`config.mk`:
```
export PLATFORM = sky130hd
export DESIGN_NAME = cjb_exec
export DESIGN_NICKNAME = d
export VERILOG_FILES = /design/src/cjb_pkg.sv /design/src/cjb_decode.sv /design/src/cjb_exec.sv
export SDC_FILE = /design/constraint.sdc
export NUM_CORES = 1
export LEC_CHECK = 0
export BUFFER_PORTS_ARGS = -buffer_cell sky130_fd_sc_hd__buf_2
export CORE_AREA = 2 2 191 193
export CTS_CLUSTER_SIZE = 30
export DETAILED_ROUTE_END_ITERATION = 8
export DIE_AREA = 0 0 193 195
export PLACE_DENSITY = 0.78
export SLEW_MARGIN = 0
export SYNTH_ARGS = -nofsm -noshare
export SYNTH_HDL_FRONTEND = slang
export SYNTH_HIERARCHICAL = 1
export SYNTH_SLANG_ARGS = --single-unit
```
`constraint.sdc`:
```
create_clock -name clock -period 7.7 [get_ports clock]
set_clock_uncertainty 0.05 [all_clocks]
set_input_delay 1.155 -clock clock [delete_from_list [all_inputs] [get_ports clock]]
set_output_delay 1.155 -clock clock [all_outputs]
set_load 0.02 [all_outputs]
```
`src/cjb_pkg.sv`:
```
// constants and types for the compact jump and byte load execute block
// What this block does
// - stack-adjust jump: group 010001, low 10011
// - plain register jump: group 010001, low 00011
// - byte load: major 000010, rd/base/offset fields
// - no full-width set: bit0 zero faults
// - full-width set: mode from bit0, check alignment
// - stack pointer plus immediate times four, sign-extended
// - stack update never signals overflow
// - compact jumps squash the following instruction
// - any instruction may follow a compact jump
// - interrupts are held off during stack-adjust jump
// - offset code f means -1, else 0..14
// - address is base plus offset, byte zero-extended
// - 3-bit fields map to registers 2-7,16,17
// - linking jump writes return address to register 31
package cjb_pkg;
	localparam int XLEN = 64;
	localparam logic [5:0] MAJ_COMPACT_GROUP = 6'h11;
	localparam logic [5:0] MAJ_BYTE_LOAD = 6'h02;
	localparam logic [4:0] SUB_JUMP_REG = 5'h03;
	localparam logic [4:0] SUB_JUMP_LINK = 5'h0B;
	localparam logic [4:0] SUB_JUMP_STACK = 5'h13;
	localparam logic [4:0] REG_STACK = 5'h1D;
	localparam logic [4:0] REG_LINK = 5'h1F;
	localparam logic [1:0] CFG_COMPRESSED_ONLY = 2'h1;
	localparam logic [3:0] OFFSET_MINUS_ONE_CODE = 4'hF;
	localparam logic [63:0] INSTR_LEN = 64'h2;
	localparam int OP_HI = 15;
	localparam int OP_LO = 10;
	typedef enum logic [2:0] {
		CJB_OP_NONE, CJB_OP_JR, CJB_OP_JALR, CJB_OP_JRSP, CJB_OP_LBU
	} cjb_op_t;
	typedef enum logic [1:0] {CJB_IDLE, CJB_LOAD_WAIT} cjb_state_t;
endpackage

```
`src/cjb_decode.sv`:
```
// combinational decoder of the three compact instruction formats
`timescale 1ns/10ps
module cjb_decode (
	input wire logic [15:0] instr,
	output cjb_pkg::cjb_op_t op,
	output logic [4:0] field_hi5,
	output logic [4:0] dest_reg,
	output logic [4:0] base_reg,
	output logic [63:0] load_offset
);
	import cjb_pkg::*;
	function automatic logic [4:0] map3(input logic [2:0] f);
		map3 = (f < 3'h2) ? {4'h8, f[0]} : {2'h0, f};
	endfunction
	always_comb begin
		op = CJB_OP_NONE;
		field_hi5 = instr[9:5];
		dest_reg = map3(instr[9:7]);
		base_reg = map3(instr[6:4]);
		if (instr[3:0] == OFFSET_MINUS_ONE_CODE) begin
			load_offset = '1;
		end else begin
			load_offset = {60'h0, instr[3:0]};
		end
		if (instr[OP_HI:OP_LO] == MAJ_COMPACT_GROUP) begin
			if (instr[4:0] == SUB_JUMP_STACK) begin
				op = CJB_OP_JRSP;
			end else if (instr[4:0] == SUB_JUMP_REG) begin
				op = CJB_OP_JR;
			end else if (instr[4:0] == SUB_JUMP_LINK) begin
				op = CJB_OP_JALR;
			end
		end else if (instr[OP_HI:OP_LO] == MAJ_BYTE_LOAD) begin
			op = CJB_OP_LBU;
		end
	end
endmodule

```
`src/cjb_exec.sv`:
```
// execute stage for compact register jumps and the short byte load
`timescale 1ns/10ps
module cjb_exec #(
	parameter bit FULL_WIDTH_SET = 1'b1
) (
	input wire logic clock,
	input wire logic rst_n,
	input wire logic instr_valid,
	input wire logic [15:0] instr,
	input wire logic [63:0] instr_pc,
	input wire logic [1:0] config_instr_set_field,
	input wire logic big_endian,
	input wire logic reverse_endian,
	output logic [4:0] rf_rd_addr_a,
	output logic [4:0] rf_rd_addr_b,
	input wire logic [63:0] rf_rd_data_a,
	input wire logic [63:0] rf_rd_data_b,
	output logic instr_ready,
	output logic rf_wr_en,
	output logic [4:0] rf_wr_addr,
	output logic [63:0] rf_wr_data,
	output logic redirect,
	output logic [63:0] redirect_pc,
	output logic instr_set_mode_bit,
	output logic fetch_addr_error,
	output logic squash_next,
	output logic irq_hold,
	output logic mem_rd_en,
	output logic [63:0] mem_addr,
	input wire logic mem_rd_valid,
	input wire logic [63:0] mem_rd_data
);
	import cjb_pkg::*;
	cjb_op_t op;
	logic [4:0] field_hi5, dest_reg, base_reg;
	logic [63:0] load_offset;
	cjb_state_t state, next_state;
	logic [4:0] load_dest, next_load_dest;
	logic [2:0] load_lane, next_load_lane;
	logic next_instr_ready, next_rf_wr_en, next_redirect;
	logic [4:0] next_rf_wr_addr;
	logic [63:0] next_rf_wr_data, next_redirect_pc, next_mem_addr;
	logic next_mode, next_fault, next_squash, next_irq_hold, next_mem_rd_en;
	logic [63:0] target, ea;
	logic [31:0] sp_sum;
	logic take;
	logic [2:0] word_lane, read_lane;

	cjb_decode u_dec (
		.instr(instr),
		.op(op),
		.field_hi5(field_hi5),
		.dest_reg(dest_reg),
		.base_reg(base_reg),
		.load_offset(load_offset)
	);

	function automatic logic is_jump(input cjb_op_t o);
		is_jump = (o == CJB_OP_JR) || (o == CJB_OP_JALR) ||
			(o == CJB_OP_JRSP);
	endfunction

	function automatic logic [2:0] lane_swap(input logic [2:0] a,
		input logic flip);
		lane_swap = a ^ {3{flip}};
	endfunction

	// the stack-adjust jump carries an immediate, its target is the link
	always_comb begin
		if (op == CJB_OP_LBU) begin
			rf_rd_addr_a = base_reg;
		end else if (op == CJB_OP_JRSP) begin
			rf_rd_addr_a = REG_LINK;
		end else begin
			rf_rd_addr_a = field_hi5;
		end
		rf_rd_addr_b = REG_STACK;
	end

	// operands shared by the three groups below
	always_comb begin
		take = instr_valid && instr_ready && (state == CJB_IDLE);
		target = rf_rd_data_a;
		// 32-bit wrap, no overflow check; assumed
		sp_sum = rf_rd_data_b[31:0] + {25'h0, field_hi5, 2'h0};
		ea = rf_rd_data_a + load_offset;
		word_lane = lane_swap(ea[2:0], reverse_endian);
		read_lane = lane_swap(ea[2:0], big_endian);
	end

	// jump group: redirect, mode, fault, squash and interrupt hold
	always_comb begin
		next_redirect = 1'b0;
		next_redirect_pc = redirect_pc;
		next_mode = instr_set_mode_bit;
		next_fault = 1'b0;
		next_squash = 1'b0;
		next_irq_hold = 1'b0;
		if (take && is_jump(op)) begin
			next_redirect = 1'b1;
			next_squash = 1'b1;
			next_irq_hold = (op == CJB_OP_JRSP);
			if (config_instr_set_field == CFG_COMPRESSED_ONLY) begin
				next_redirect_pc = target;
			end else begin
				next_redirect_pc = {target[63:1], 1'b0};
				if (FULL_WIDTH_SET) begin
					next_mode = target[0];
					next_fault = !target[0] && target[1];
				end else begin
					// only the compressed set exists on this core
					next_mode = 1'b1;
					next_fault = !target[0];
				end
			end
		end
	end

	always_ff @(posedge clock) begin
		if (!rst_n) begin
			redirect <= 1'b0;
			redirect_pc <= 64'h0;
			instr_set_mode_bit <= 1'b1;
			fetch_addr_error <= 1'b0;
			squash_next <= 1'b0;
			irq_hold <= 1'b0;
		end else begin
			redirect <= next_redirect;
			redirect_pc <= next_redirect_pc;
			instr_set_mode_bit <= next_mode;
			fetch_addr_error <= next_fault;
			squash_next <= next_squash;
			irq_hold <= next_irq_hold;
		end
	end

	// load group: sequencer, memory request and the lane to return
	always_comb begin
		next_state = state;
		next_load_dest = load_dest;
		next_load_lane = load_lane;
		next_instr_ready = instr_ready;
		next_mem_rd_en = 1'b0;
		next_mem_addr = mem_addr;
		case (state)
			CJB_IDLE: begin
				next_instr_ready = 1'b1;
				if (take && op == CJB_OP_LBU) begin
					next_mem_rd_en = 1'b1;
					next_mem_addr = {ea[63:3], word_lane};
					next_load_lane = read_lane;
					next_load_dest = dest_reg;
					// nothing new is taken until the byte is back
					next_instr_ready = 1'b0;
					next_state = CJB_LOAD_WAIT;
				end
			end
			CJB_LOAD_WAIT: begin
				next_instr_ready = 1'b0;
				if (mem_rd_valid) begin
					next_instr_ready = 1'b1;
					next_state = CJB_IDLE;
				end
			end
			default: begin
				next_instr_ready = 1'b1;
				next_state = CJB_IDLE;
			end
		endcase
	end

	always_ff @(posedge clock) begin
		if (!rst_n) begin
			state <= CJB_IDLE;
			load_dest <= 5'h00;
			load_lane <= 3'h0;
			instr_ready <= 1'b1;
			mem_rd_en <= 1'b0;
			mem_addr <= 64'h0;
		end else begin
			state <= next_state;
			load_dest <= next_load_dest;
			load_lane <= next_load_lane;
			instr_ready <= next_instr_ready;
			mem_rd_en <= next_mem_rd_en;
			mem_addr <= next_mem_addr;
		end
	end

	// write-back group: link, stack pointer and the loaded byte
	always_comb begin
		next_rf_wr_en = 1'b0;
		next_rf_wr_addr = rf_wr_addr;
		next_rf_wr_data = rf_wr_data;
		if (take && op == CJB_OP_JALR) begin
			next_rf_wr_en = 1'b1;
			next_rf_wr_addr = REG_LINK;
			next_rf_wr_data = instr_pc + INSTR_LEN;
		end else if (take && op == CJB_OP_JRSP) begin
			next_rf_wr_en = 1'b1;
			next_rf_wr_addr = REG_STACK;
			next_rf_wr_data = {{32{sp_sum[31]}}, sp_sum};
		end else if (state == CJB_LOAD_WAIT && mem_rd_valid) begin
			next_rf_wr_en = 1'b1;
			next_rf_wr_addr = load_dest;
			next_rf_wr_data = {56'h0, mem_rd_data[{load_lane, 3'h0} +: 8]};
		end
	end

	always_ff @(posedge clock) begin
		if (!rst_n) begin
			rf_wr_en <= 1'b0;
			rf_wr_addr <= 5'h00;
			rf_wr_data <= 64'h0;
		end else begin
			rf_wr_en <= next_rf_wr_en;
			rf_wr_addr <= next_rf_wr_addr;
			rf_wr_data <= next_rf_wr_data;
		end
	end
endmodule

```
* Word level (Yosys, flattened, before mapping)
Cells that the tools add are included.
** Storage, ports and cells
- Register bits after elaboration :: 214
- Bits of input ports :: 280
- Output and inout bits :: 215
- Logic and storage cells :: 86
** Operators by class
- $add $sub $neg :: 3
- Order comparisons :: 2
- Eq/ne operators :: 14
- Shifts and indexed selects :: 1
- Mux-type cells :: 28
- Bitwise gates (word level) :: 5
- Reductions and logical operators :: 19
** Operators by type and width (count)
- 64-bit 2-to-1 mux :: 4
- 64-bit by 2-bit adder with 64-bit output (second input constant) :: 1
- 64-bit adder :: 1
- 64-bit by 7-bit indexed part select with 8-bit output :: 1
- 5-bit 2-to-1 mux :: 7
- 32-bit by 7-bit adder with 32-bit output :: 1
- 3-bit 2-to-1 mux :: 4
- 2-bit AND reduction :: 5
- 1-bit logical AND :: 8
- 1-bit 2-to-1 mux :: 8
- 3-bit by 2-bit equality test with 1-bit output (second input constant) :: 2
- 6-bit by 2-bit equality test with 1-bit output (second input constant) :: 1
- 6-bit by 5-bit equality test with 1-bit output (second input constant) :: 1
- 3-bit by 2-bit < comparator with 1-bit output (second input constant) :: 2
- 2-bit 2-to-1 mux :: 3
- 3-bit XOR :: 2
- 5-bit by 2-bit equality test with 1-bit output (second input constant) :: 1
- 5-bit by 4-bit equality test with 1-bit output (second input constant) :: 1
- 5-bit equality test (second input constant) :: 1
- 2-bit by 1-bit equality test with 1-bit output (second input constant) :: 2
- 4-bit equality test (second input constant) :: 1
- 2-bit case mux with 2 select lines :: 1
- 3-bit by 1-bit equality test with 1-bit output (second input constant) :: 1
- 3-bit equality test (second input constant) :: 1
- 9 further kinds :: 12

* Longest topological paths before layout
Gate-level depths: netlist of the first run.
- Word-level depth :: 11
- Depth in mapped cells :: 15
- Depth with buffers taken out :: 13

* By module
The synthesis of the first run kept the hierarchy.
** By module, submodules not included
- cjb_exec :: instances 1, cells each 1765, area an instance 13466.7 µm², sequential area each 4264.1 µm²
- cjb_decode :: instances 1, cells each 90, area an instance 644.4 µm², sequential area each 0.0 µm²

* Worst setup path before layout of the first run
No wires, ideal clock.
- Path type :: input port to flip-flop
- Start :: in instr[1]
- End :: reg mem_addr[57]
- Setup time :: 133 ps
- Arrival time :: 5662 ps
- Required time :: 7517 ps
- Setup slack :: 1855 ps
- Stages on the path :: 14
- Path buffers :: 1
- Cell sequence :: nand2_1 -> nor2_1 -> buf_4 -> ha_1 -> a21oi_1 -> o211ai_1 -> a41oi_1 -> o211ai_1 -> a32o_1 -> o41ai_2 -> o31a_1 -> a31oi_1 -> xnor2_1 -> a21oi_1
** On the way
- Elaborated cells between the ends (all ways) :: 13
- Those cells by class :: 1 x add/sub; 5 x eq/ne; 5 x mux; 2 x reduce/logical
** RTL lines
- start, declared :: line cjb_exec.sv:9 : input wire logic [15:0] instr,
- 4-bit equality test :: line cjb_decode.sv:20 : if (instr[3:0] == OFFSET_MINUS_ONE_CODE) begin
- 64-bit 2-to-1 mux :: line cjb_decode.sv:20
- net load_offset[4] :: line cjb_exec.sv:36 : logic [63:0] load_offset;
- 64-bit adder :: line cjb_exec.sv:86 : ea = rf_rd_data_a + load_offset;
- end signal, assigned :: line cjb_exec.sv:186 : mem_addr <= next_mem_addr;
- end, declared :: line cjb_exec.sv:29 : output logic [63:0] mem_addr,
The timed path passes the listed nets, and every way through them passes these cells.
A chain may end at the register's enable or synchronous reset.

* Final worst setup path of the first run
Ends and elaborated chain as after synthesis.

==> results of run 1 <==
-- report_power, final --
| part | total (W) | leakage (nW) | switching [W] | internal, W |
|---|---|---|---|---|
| combinational | 0.000395 | 5.21 | 0.000238 | 0.000158 |
| clock | 0.00134 | 0.457 | 0.000534 | 0.000805 |
| sequential | 0.00111 | 1.72 | 0.00000212 | 0.00111 |
-- worst max path at each step --
stage             start           end  slack [ns]  cells after the start
6_report       instr[1]  mem_addr[57]        2.46                     14
5_1_grt        instr[1]  mem_addr[57]        2.35                     15
4_1_cts        instr[1]  mem_addr[57]        2.66                     14
3_5_place_dp   instr[1]  mem_addr[57]        2.08                     15
3_3_place_gp   instr[1]  mem_addr[57]        2.25                     14
2_1_floorplan  instr[1]  mem_addr[57]        1.86                     14
-- layer usage --
metal  part of all wire [%]  vias up  GRT usage (%)
met5                  0.026        -              0
met4                    4.5        2           12.2
met3                    9.3      140           6.69
met2                     46      709           42.5
met1                     40     6936           30.1
li1                       -     7081              -
-- kinds of logic (layout without fill, tap and decap cells) --
logic type,Yosys count,count (layout),synth area share [%]
simple gates,686,686,21.9
other cells,3,17,0.0798
compound gates,495,495,21.1
fa+ha+maj,71,71,6.40
mux,28,28,3.40
buf+inv,211,545,7.73
xor+xnor,148,148,9.19
flops,213,213,30.2
-- per-stage QoR --
| step | util [%] | area (sq um) | power (W) | worst slack [ns] |
|---|---|---|---|---|
| after global routing | 48.3 | 17100 | 0.00294 | 2.35 |
| after global placement | 45.6 | 16100 | 0.00151 | 2.25 |
| after floorplan | - | 14100 | 0.00138 | 1.86 |
| final | 48.3 | 17100 | 0.00284 | 2.46 |
| after CTS | 48.2 | 17100 | 0.00286 | 2.66 |
| after detailed placement | 45.6 | 16100 | 0.00152 | 2.08 |
-- area by class of cell --
cell class | instances | area, sq um
Fill cell | 3452 | 18300
Multi-Input combinational cell | 1435 | 8810
Sequential cell | 213 | 4260
Timing Repair Buffer | 468 | 2370
Clock buffer | 33 | 718
Tap cell | 461 | 577
Clock inverter | 16 | 214
Inverter | 28 | 110
Antenna cell | 10 | 25.0
-- flip-flops by register name (all words and copies together) (netlist names) --
signal and cells:
mem_rd_en 1, load_dest 5, state 1, irq_hold 1, rf_wr_addr 5, fetch_addr_error 1
load_lane 3, squash_next 1, instr_set_mode_bit 1, mem_addr 64, rf_wr_en 1, rf_wr_data 64
instr_ready 1, redirect_pc 64
-- worst max-delay path: stages --
cell	delay, ns
buf_2	0.11
nand2_1	0.14
nor2_4	0.96
ha_1	0.48
a21oi_1	0.26
o211ai_1	0.19
a41oi_1	0.41
o211ai_1	0.30
a32o_1	0.36
o41ai_2	0.60
o31a_1	0.28
a31oi_1	0.11
xnor2_1	0.16
a21oi_1	0.08
-- cells in the mapped netlist (4+ instances only) --
library cell / n
nand2_1: 363
a21oi_1: 244
dfxtp_1: 213
nor2_1: 118
xnor2_1: 100
clkbuf_1: 90
o21ai_0: 86
buf_4: 75
ha_1: 69
nand3_1: 55
xor2_1: 48
nand4_1: 38
inv_1: 28
a211oi_1: 25
a21o_1: 25
and3_1: 25
nor3_1: 25
a222oi_1: 17
mux4_2: 16
nor2b_1: 15
buf_2: 13
mux2i_1: 12
o21bai_1: 12
o211ai_1: 11
a31oi_1: 10
o21a_1: 9
a221oi_1: 8
o21ai_1: 7
o31ai_1: 7
or3_1: 7
and2_1: 6
a22oi_1: 5
a21boi_0: 4
buf_1: 4
nand2b_1: 4
nor2_2: 4
or2_2: 4
==> qor.log, run 1 <==
[run_status] run status finished, final reports clean
[worst_setup_path] Arr. time, crit path 5.60 ns
[synthesis] gate count of the mapped netlist 1855
[routing] Routed Wire Length 50.6 mm
[sta] fin crit share 68.1%
[worst_setup_path] Critical Path End Type register
[synthesis] Yosys cell types 72
[cts] count of H-tree levels built during CTS 1
[finish] commonest cells after routing, fill and taps aside 457 x buf_2, 362 x nand2_1, 244 x a21oi_1
[routing] Residual DRC 0
[global_routing] vias in the first global route 14.4k
[global_routing] total global-route track usage 25.4%
[synthesis] syn_area_per_cell 7.61 sq um
[cts] clk sink count 213
[global_routing] wire length of the first global-routing pass 76.9 mm
[pwr] Leakage 7.38 nW
[cts] total CTS buffers 27
[cts] post_cts resized 0
[worst_setup_path] critical path launch point type primary input
[synthesis] flip-flop and latch count after synthesis 213
[cts] total of hold buffers inserted after clock tree synthesis 0
[sta] time the final worst path needs with I/O delays and setup 5.24 ns
[routing] post-DR wirelength/cell 19.0 um
[floorplanning] number of top-level pins 495
[synthesis] Yosys warnings 6
[cts] library cell used as clock root buffer clkbuf_16
[synthesis] area leader, netlist dfxtp_1
[cts] clock tree buffer depth 3
[sta] summed negative setup slack over all endpoints 0 ns
[synthesis] top area cells in the synthesized netlist dfxtp_1 30%, nand2_1 9.7%, a21oi_1 8.7%
[finish] commonest non-fill, non-tap cell in the layout buf_2
[synthesis] top cell type's share of synthesized area 30.2%
[job] number of max-cap violations 0
[worst_setup_path] setup slack of the worst register-to-register path 4.71 ns
[place] detailed-placement wirelength estimate 37.9 mm
[min_path] path class of the lowest-slack min-delay path register to register
[cts] CTS tree yes
[sta] Pins Over Slew Limit 0
[worst_setup_path] top fanout value on the critical path 47
[worst_setup_path] critical register-to-register path endpoint rf_wr_data[42]
[routing] detailed-route vias per instance 5.58
[floorplanning] height of the die 195 um
[floorplanning] Core Region 35400 sq um
[sta] relative max-transition margin 9.30%
[floorplanning] FP Rows 69
[cts] setup bufs post-CTS 0
[cts] clock transition time at the flip-flop clock pins of the worst setup and hold paths 0.06 ns
[routing] number of vias in the routed layout 14.9k
[min_path] Cells on Worst Hold Path 2
[sta] endpoints failing hold 0
[worst_setup_path] WP data required 8.06 ns
[synthesis] Netlist Area Pre-Place 14100 sq um
[global_routing] total overflow reported by the global router 0
[floorplanning] initial standard-cell utilization of the core 39.9%
[min_path] Hold Startpoint mem_addr[61]
[global_routing] number of antenna violations at the first check in global routing 9
[routing] TritonRoute pass-1 iters 8
[min_path] hold endpoint mem_addr[61]
[finish] ratio of cells with drive above 1 in the final layout 25.8%
[cts] Clock Latency Late Sink 0.56 ns
[floorplanning] chip width 193 um
[finish] final net count 2524
[place] DP Cell Count 2605
[synthesis] number of synthesized flops with an enable pin 0
[routing] drt initial violations 946
[sta] # setup viols final 0
[global_routing] maximum number of pins on one net before global-route repair 92
[worst_setup_path] Setup CP Type primary input to register
[finish] area growth from synthesis to final layout 21.1%
[synthesis] Synth Flop Type dfxtp_1
[sta] achievable frequency 191 MHz
[synthesis] share of synthesized area occupied by flip-flops and latches 30.2%
[floorplanning] Die ar. 37600 sq um
[sta] worst slack on hold paths 0.395 ns
[sta] slew at the pin closest to its max-slew limit 1.36 ns
[place] final weighted congestion of routability-driven global placement 0.967
[finish] Layout Cells excl Fill 2664
[sta] unrepaired setup endpoints after global routing false
[routing] Antenna Nets Post-Route 0
[worst_setup_path] number of cell instances on the worst register-to-register path 7
[place] count of port buffers added during placement 457
[pwr] Pwr per Cell Area 166 nW/um^2
[pwr] worst vdd ir 0.000208 V
[worst_setup_path] startpoint of the worst register-to-register path instr_ready
[synthesis] fraction of synthesis flops using an asynchronous set or reset pin 0%
Note: power is estimated with default switching activity, not from simulation.
==> run 2, diff against run 1 <==
--- a/config.mk
+++ b/config.mk
@@ -5,12 +5,12 @@
 export SDC_FILE = /design/constraint.sdc
 export NUM_CORES = 1
 export LEC_CHECK = 0
+export ABC_AREA = 1
 export BUFFER_PORTS_ARGS = -buffer_cell sky130_fd_sc_hd__buf_2
-export CORE_AREA = 2 2 191 193
+export CORE_UTILIZATION = 45
 export CTS_CLUSTER_SIZE = 30
 export DETAILED_ROUTE_END_ITERATION = 8
-export DIE_AREA = 0 0 193 195
-export PLACE_DENSITY = 0.78
+export PLACE_DENSITY = 0.82
 export SLEW_MARGIN = 0
 export SYNTH_ARGS = -nofsm -noshare
 export SYNTH_HDL_FRONTEND = slang
==> constraint.sdc (replaced) <==
create_clock -name clock -period 5.1 [get_ports clock]
set_clock_uncertainty 0.05 [all_clocks]
set_input_delay 0.765 -clock clock [delete_from_list [all_inputs] [get_ports clock]]
set_output_delay 0.765 -clock clock [all_outputs]
set_load 0.02 [all_outputs]
==> run 2 against run 1 <==
Largest power group unchanged. Synthesized cell count rose by 73%. Clock power rose by 49%. Largest cell class unchanged. Utilization rose by 4.9 points. Critical path depth fell by 1. Routed wire length rose by 29%.
==> qor.log, run 2 <==
[cts] CTS tree yes
[worst_setup_path] number of cell instances on the worst register-to-register path 12
[sta] Worst Slack Setup Final 1.66 ns
[global_routing] total overflow reported by the global router 0
[sta] # setup viols final 0
[synthesis] top cell type's share of synthesized area 23.6%
[place] count of port buffers added during placement 457
[synthesis] syn_area_per_cell 5.65 sq um
[finish] ratio of cells with drive above 1 in the final layout 16.1%
[cts] clk sink count 213
[global_routing] total global-route track usage 31.2%
[synthesis] share of synthesized area occupied by flip-flops and latches 23.6%
[cts] Clock Latency Late Sink 0.56 ns
[synthesis] top area cells in the synthesized netlist dfxtp_1 24%, nand2_1 20%, inv_1 11%
[place] detailed-placement wirelength estimate 52.2 mm
[finish] area growth from synthesis to final layout 16.7%
[global_routing] maximum number of pins on one net before global-route repair 117
[routing] Residual DRC 0
[global_routing] wire length of the first global-routing pass 102 mm
[sta] endpoints failing hold 0
[worst_setup_path] startpoint of the worst register-to-register path state[0]
[floorplanning] initial standard-cell utilization of the core 45.6%
[synthesis] gate count of the mapped netlist 3200
[synthesis] Synth Flop Type dfxtp_1
[sta] achievable frequency 291 MHz
[cts] count of H-tree levels built during CTS 1
[pwr] Leakage 12.2 nW
[pwr] Pwr per Cell Area 207 nW/um^2
[routing] Routed Wire Length 65.5 mm
[synthesis] Netlist Area Pre-Place 18100 sq um
[run_status] run status finished, final reports clean
[synthesis] cell with the most instances after synthesis nand2_1
[min_path] hold endpoint fetch_addr_error
[global_routing] vias in the first global route 19.2k
[cts] clock tree buffer depth 3
[routing] TritonRoute pass-1 iters 6
[place] post-place setup slack 1.17 ns
[min_path] path class of the lowest-slack min-delay path primary input to register
[floorplanning] Core Region 39600 sq um
[synthesis] most common library cells after synthesis 957 x nand2_1, 516 x inv_1, 510 x nor2_1
[sta] unrepaired setup endpoints after global routing false
[worst_setup_path] critical register-to-register path endpoint rf_wr_data[55]
[synthesis] number of synthesized flops with an enable pin 0
[routing] number of vias in the routed layout 20.7k
[sta] slew at the pin closest to its max-slew limit 1.12 ns
[synthesis] flip-flop and latch count after synthesis 213
[floorplanning] height of the die 202 um
[synthesis] Yosys warnings 6
[sta] relative max-transition margin 25.4%
[routing] detailed-route vias per instance 5.07
[routing] Antenna Nets Post-Route 0
[place] final weighted congestion of routability-driven global placement 1.02
[worst_setup_path] setup slack of the worst register-to-register path 2.03 ns
[floorplanning] Die ar. 41000 sq um
[job] number of max-cap violations 0
[finish] final net count 3886
[finish] commonest non-fill, non-tap cell in the layout nand2_1
[global_routing] number of antenna violations at the first check in global routing 3
[min_path] Hold Startpoint rf_rd_data_a[0]
[routing] drt initial violations 1504
[worst_setup_path] top fanout value on the critical path 59
[floorplanning] chip width 202 um
[pwr] worst vdd ir 0.000246 V
[cts] clock transition time at the flip-flop clock pins of the worst setup and hold paths 0.06 ns
[finish] final standard cell utilization of the core 53.2%
[sta] worst slack on hold paths 0.373 ns
[synthesis] fraction of synthesis flops using an asynchronous set or reset pin 0%
[cts] total of hold buffers inserted after clock tree synthesis 0
[floorplanning] FP Rows 73
[worst_setup_path] Setup CP Type primary input to register
[worst_setup_path] Critical Path End Type register
[worst_setup_path] WP data required 5.56 ns
[floorplanning] number of top-level pins 495
[finish] # fillers 4215
[cts] library cell used as clock root buffer clkbuf_16
[pwr] Total Power 0.00438 W
[sta] Pins Over Slew Limit 0
[cts] total CTS buffers 27
[worst_setup_path] critical path launch point type primary input
[synthesis] area leader, netlist dfxtp_1
[sta] summed negative setup slack over all endpoints 0 ns
[cts] post_cts resized 0
[synthesis] Yosys cell types 47
[worst_setup_path] cell with the largest stage delay on the worst path inv_2
[min_path] Cells on Worst Hold Path 2
[worst_setup_path] Arr. time, crit path 3.90 ns
[sta] fin crit share 67.5%
[finish] commonest cells after routing, fill and taps aside 957 x nand2_1, 515 x inv_1, 509 x nor2_1
[worst_setup_path] Largest stage delay, worst path 0.89 ns
[worst_setup_path] cells traversed along the worst timing path buf_2 > or2_1 > nor2_1 > nor2_1 > nand2_2 > inv_2 > nor2_8 > nand2_2 > inv_2 > nand2_1 > nand3_1 > nand2_1 > inv_1
[routing] post-DR wirelength/cell 16.0 um
[cts] setup bufs post-CTS 0
[finish] largest registers ranked by flip-flop count mem_addr: 64 flops, redirect_pc: 64 flops, rf_wr_data: 64 flops
[sta] time the final worst path needs with I/O delays and setup 3.44 ns
[run 2: changes by cell type in the layout (fill, tap and decap cells not counted), sizes merged, moves of 25 or more]
cell    previous run  this run
nand3             57       192
nor2             123       532
xnor2            100        28
nor3              25        53
inv               31       529
o21ai             94       187
a211oi            26         1
a21oi            246       105
nand2            363       965
[run 2: worst max path at each step]
stage | startpoint | to | slack (ns) | depth (start not counted)
floorplan | instr[1] | mem_addr[31] | 0.66 | 15
global placement | instr[10] | rf_wr_data[37] | 1.25 | 13
detailed placement | instr[10] | rf_wr_data[58] | 1.17 | 13
CTS | instr[10] | rf_wr_data[55] | 1.70 | 13
global route | instr[1] | rf_wr_data[55] | 1.46 | 17
finish | instr[10] | rf_wr_data[55] | 1.66 | 13
[run 2: metrics by stage]
step                area, sq um  instances
global placement          20200       4031
floorplan                 18100       3204
CTS                       21100       4078
detailed placement        20200       4031
global route              21100       4078
finish                    21100       4080
[run 2: critical path: cells and delay by family]
| family | cells | cell delay [ns] |
|---|---|---|
| buffers and inverters | 4 | 1.21 |
| AND/OR/NAND/NOR | 9 | 1.84 |
[run 2: per-layer routing]
layer	up-vias	part of all wire, %	GRT usage, %
met4	0	4.9	13.9
met2	830	47	54.7
met1	9198	41	37.6
met5	-	0	0
met3	157	7.2	4.35
li1	10485	-	-
[run 2: power by group]
group / leakage [nW] / total (W) / switching, W / internal [W]
clock: 0.449 / 0.00200 / 0.000786 / 0.00121
combinational: 10.1 / 0.000703 / 0.000465 / 0.000238
sequential: 1.72 / 0.00167 / 0.00000376 / 0.00167
[run 2: kinds of logic (layout without fill, tap and decap cells)]
| logic type | Yosys count | after routing | share of synthesized area (%) |
|---|---|---|---|
| xor gates and xnor gates | 76 | 76 | 3.68 |
| adders and majority gates | 71 | 71 | 5.00 |
| and+or+nand+nor | 1793 | 1793 | 40.9 |
| buffers and inverters | 690 | 1039 | 16.2 |
| DFF | 213 | 213 | 23.6 |
| AOI/OAI and AO/OA | 354 | 354 | 10.5 |
| other | 3 | 9 | 0.0623 |
[run 2: area by class of cell]
class                   count  area (sq um)  share of cell area [%]
diodes                      2          5.00                  0.0237
clock buffers              34           732                    3.47
clock inverters            13           183                   0.866
inverters                 527          1980                    9.38
multi-input cells        2301         10900                    51.7
flip-flops and latches    213          4260                    20.2
well taps                 525           657                    3.11
repair buffers            465          2360                    11.2
==> run 3, diff against run 2 <==
==> constraint.sdc (replaced) <==
create_clock -name clock -period 3.55 [get_ports clock]
set_clock_uncertainty 0.05 [all_clocks]
set_input_delay 0.5325 -clock clock [delete_from_list [all_inputs] [get_ports clock]]
set_output_delay 0.5325 -clock clock [all_outputs]
set_load 0.02 [all_outputs]
==> run 3 against run 2 <==
Worst setup slack got worse by 0.78 ns. Die area unchanged. Clock power up 55%. Sequential share of layout area decreased by 0.26 points. Non-clock buffer count up 15. Register-to-register slack worse by 0.72 ns. Sequential power rose by 44%. Routed wire length is 1.9% lower. Largest cell class unchanged.
==> qor.log, run 3 (same netlist as run 2, synthesis figures left out) <==
[sta] relative max-transition margin 49.0%
[worst_setup_path] critical register-to-register path endpoint rf_wr_data[1]
[pwr] Leakage 12.4 nW
[routing] post-DR wirelength/cell 15.7 um
[global_routing] number of antenna violations at the first check in global routing 5
[cts] CTS tree yes
[worst_setup_path] WP data required 2.97 ns
[worst_setup_path] setup slack of the worst register-to-register path 1.31 ns
[cts] Clock Latency Late Sink 0.55 ns
[pwr] worst vdd ir 0.000325 V
[routing] number of vias in the routed layout 20.7k
[worst_setup_path] Arr. time, crit path 2.09 ns
[routing] TritonRoute pass-1 iters 8
[pwr] Total Power 0.00651 W
[sta] # setup viols final 0
[cts] post_cts resized 0
[sta] summed negative setup slack over all endpoints 0 ns
[floorplanning] chip width 202 um
[routing] Routed Wire Length 64.3 mm
[min_path] Hold Startpoint rf_rd_data_a[0]
[finish] # fillers 4179
[cts] total of hold buffers inserted after clock tree synthesis 0
[floorplanning] height of the die 202 um
[finish] final net count 3901
[worst_setup_path] Setup CP Type primary input to primary output
[routing] detailed-route vias per instance 5.05
[global_routing] total global-route track usage 30.6%
[min_path] hold endpoint fetch_addr_error
[global_routing] wire length of the first global-routing pass 100 mm
[place] final weighted congestion of routability-driven global placement 1.03
[sta] endpoints failing hold 0
[cts] count of H-tree levels built during CTS 1
[place] detailed-placement wirelength estimate 51.8 mm
[finish] commonest cells after routing, fill and taps aside 957 x nand2_1, 515 x inv_1, 509 x nor2_1
[sta] unrepaired setup endpoints after global routing false
[floorplanning] initial standard-cell utilization of the core 45.6%
[global_routing] vias in the first global route 18.9k
[worst_setup_path] number of cell instances on the worst register-to-register path 8
[cts] setup bufs post-CTS 0
[worst_setup_path] top fanout value on the critical path 6
[worst_setup_path] startpoint of the worst register-to-register path load_lane[0]
[worst_setup_path] most common cell type on the critical path nand2_1
[worst_setup_path] family with the most delay on the worst path simple AND/OR/NAND/NOR gates
[finish] ratio of cells with drive above 1 in the final layout 16.6%
[place] count of port buffers added during placement 457
[floorplanning] number of top-level pins 495
[min_path] Cells on Worst Hold Path 2
[cts] clock transition time at the flip-flop clock pins of the worst setup and hold paths 0.06 ns
[run_status] run status finished, final reports clean
[cts] clk sink count 213
[sta] fin crit share 75.3%
[sta] slew at the pin closest to its max-slew limit 0.765 ns
[sta] time the final worst path needs with I/O delays and setup 2.67 ns
[cts] clock tree buffer depth 3
[finish] largest registers ranked by flip-flop count mem_addr: 64 flops, redirect_pc: 64 flops, rf_wr_data: 64 flops
[sta] Pins Over Slew Limit 0
[routing] drt initial violations 1704
[pwr] Pwr per Cell Area 305 nW/um^2
[global_routing] maximum number of pins on one net before global-route repair 76
[routing] Residual DRC 0
[worst_setup_path] cell with the largest stage delay on the worst path nor2_1
[worst_setup_path] critical path launch point type primary input
[floorplanning] Die ar. 41000 sq um
[worst_setup_path] Worst Path Buf+Inv 3
[finish] commonest non-fill, non-tap cell in the layout nand2_1
[global_routing] total overflow reported by the global router 0
[worst_setup_path] Critical Path End Type primary output
[job] number of max-cap violations 0
[min_path] path class of the lowest-slack min-delay path primary input to register
[worst_setup_path] cells traversed along the worst timing path buf_2 > nand2_1 > nor2_2 > nand2_1 > nor2_1 > nor2_1 > nand2_1 > inv_1 > o211ai_1 > buf_2
[routing] Antenna Nets Post-Route 0
[sta] achievable frequency 374 MHz
[floorplanning] FP Rows 73
[cts] total CTS buffers 27
[worst_setup_path] Largest stage delay, worst path 0.24 ns
[cts] library cell used as clock root buffer clkbuf_16
[floorplanning] Core Region 39600 sq um
[finish] area growth from synthesis to final layout 18.2%
==> run 3: cell count changes in the layout (fill, tap and decap cells not counted) <==
cell,previous run,this run
buf_4,8,18
bufinv_16,4,7
clkbuf_1,4,2
inv_6,2,1
clkinvlp_4,1,2
inv_8,0,1
buf_12,1,6
diode_2,2,3
==> run 3: worst max-delay path by stage <==
stage / startpoint / depth (start not counted) / end
after CTS: instr[1] / 10 / rf_rd_addr_a[1]
after global routing: instr[1] / 10 / rf_rd_addr_a[1]
after floorplan: instr[1] / 15 / mem_addr[31]
after detailed placement: instr[1] / 16 / mem_addr[56]
after global placement: instr[1] / 16 / mem_addr[61]
final: instr[1] / 10 / rf_rd_addr_a[1]
==> run 3: power by group <==
part	internal, W	switching [W]
registers	0.00240	0.00000459
logic	0.000346	0.000661
clock network	0.00197	0.00113
total	0.00471	0.00180
==> run 3: per-stage QoR <==
stage	hold WS (ns)	worst slack (ns)	utilization (%)	instance area, sq um	instances
finish	0.147	0.876	53.9	21400	4098
global route	0.119	0.746	53.9	21400	4097
CTS	0.111	0.912	53.9	21400	4095
detailed placement	0.413	0.503	51.3	20400	4046
global placement	0.409	0.537	51.3	20400	4046
floorplan	0.428	0.0998	-	18100	3204
==> run 3: area by class of cell <==
cell class                 instances  area (sq um)  share of cell area (%)
clock buffer                      32           724                    3.39
antenna                            3          7.51                  0.0351
tap                              525           657                    3.07
multi-input combinational       2301         10900                    51.1
clock inverter                    17           283                    1.32
sequential                       213          4260                    20.0
timing repair buffer             480          2540                    11.9
inverter                         527          1980                    9.26
==> run 3: metal layers <==
layer | wire length (um) | GRT usage (%)
met1 | 25500 | 36.4
met5 | 13 | 0
met3 | 5030 | 4.40
met2 | 29700 | 52.4
met4 | 3950 | 17.7
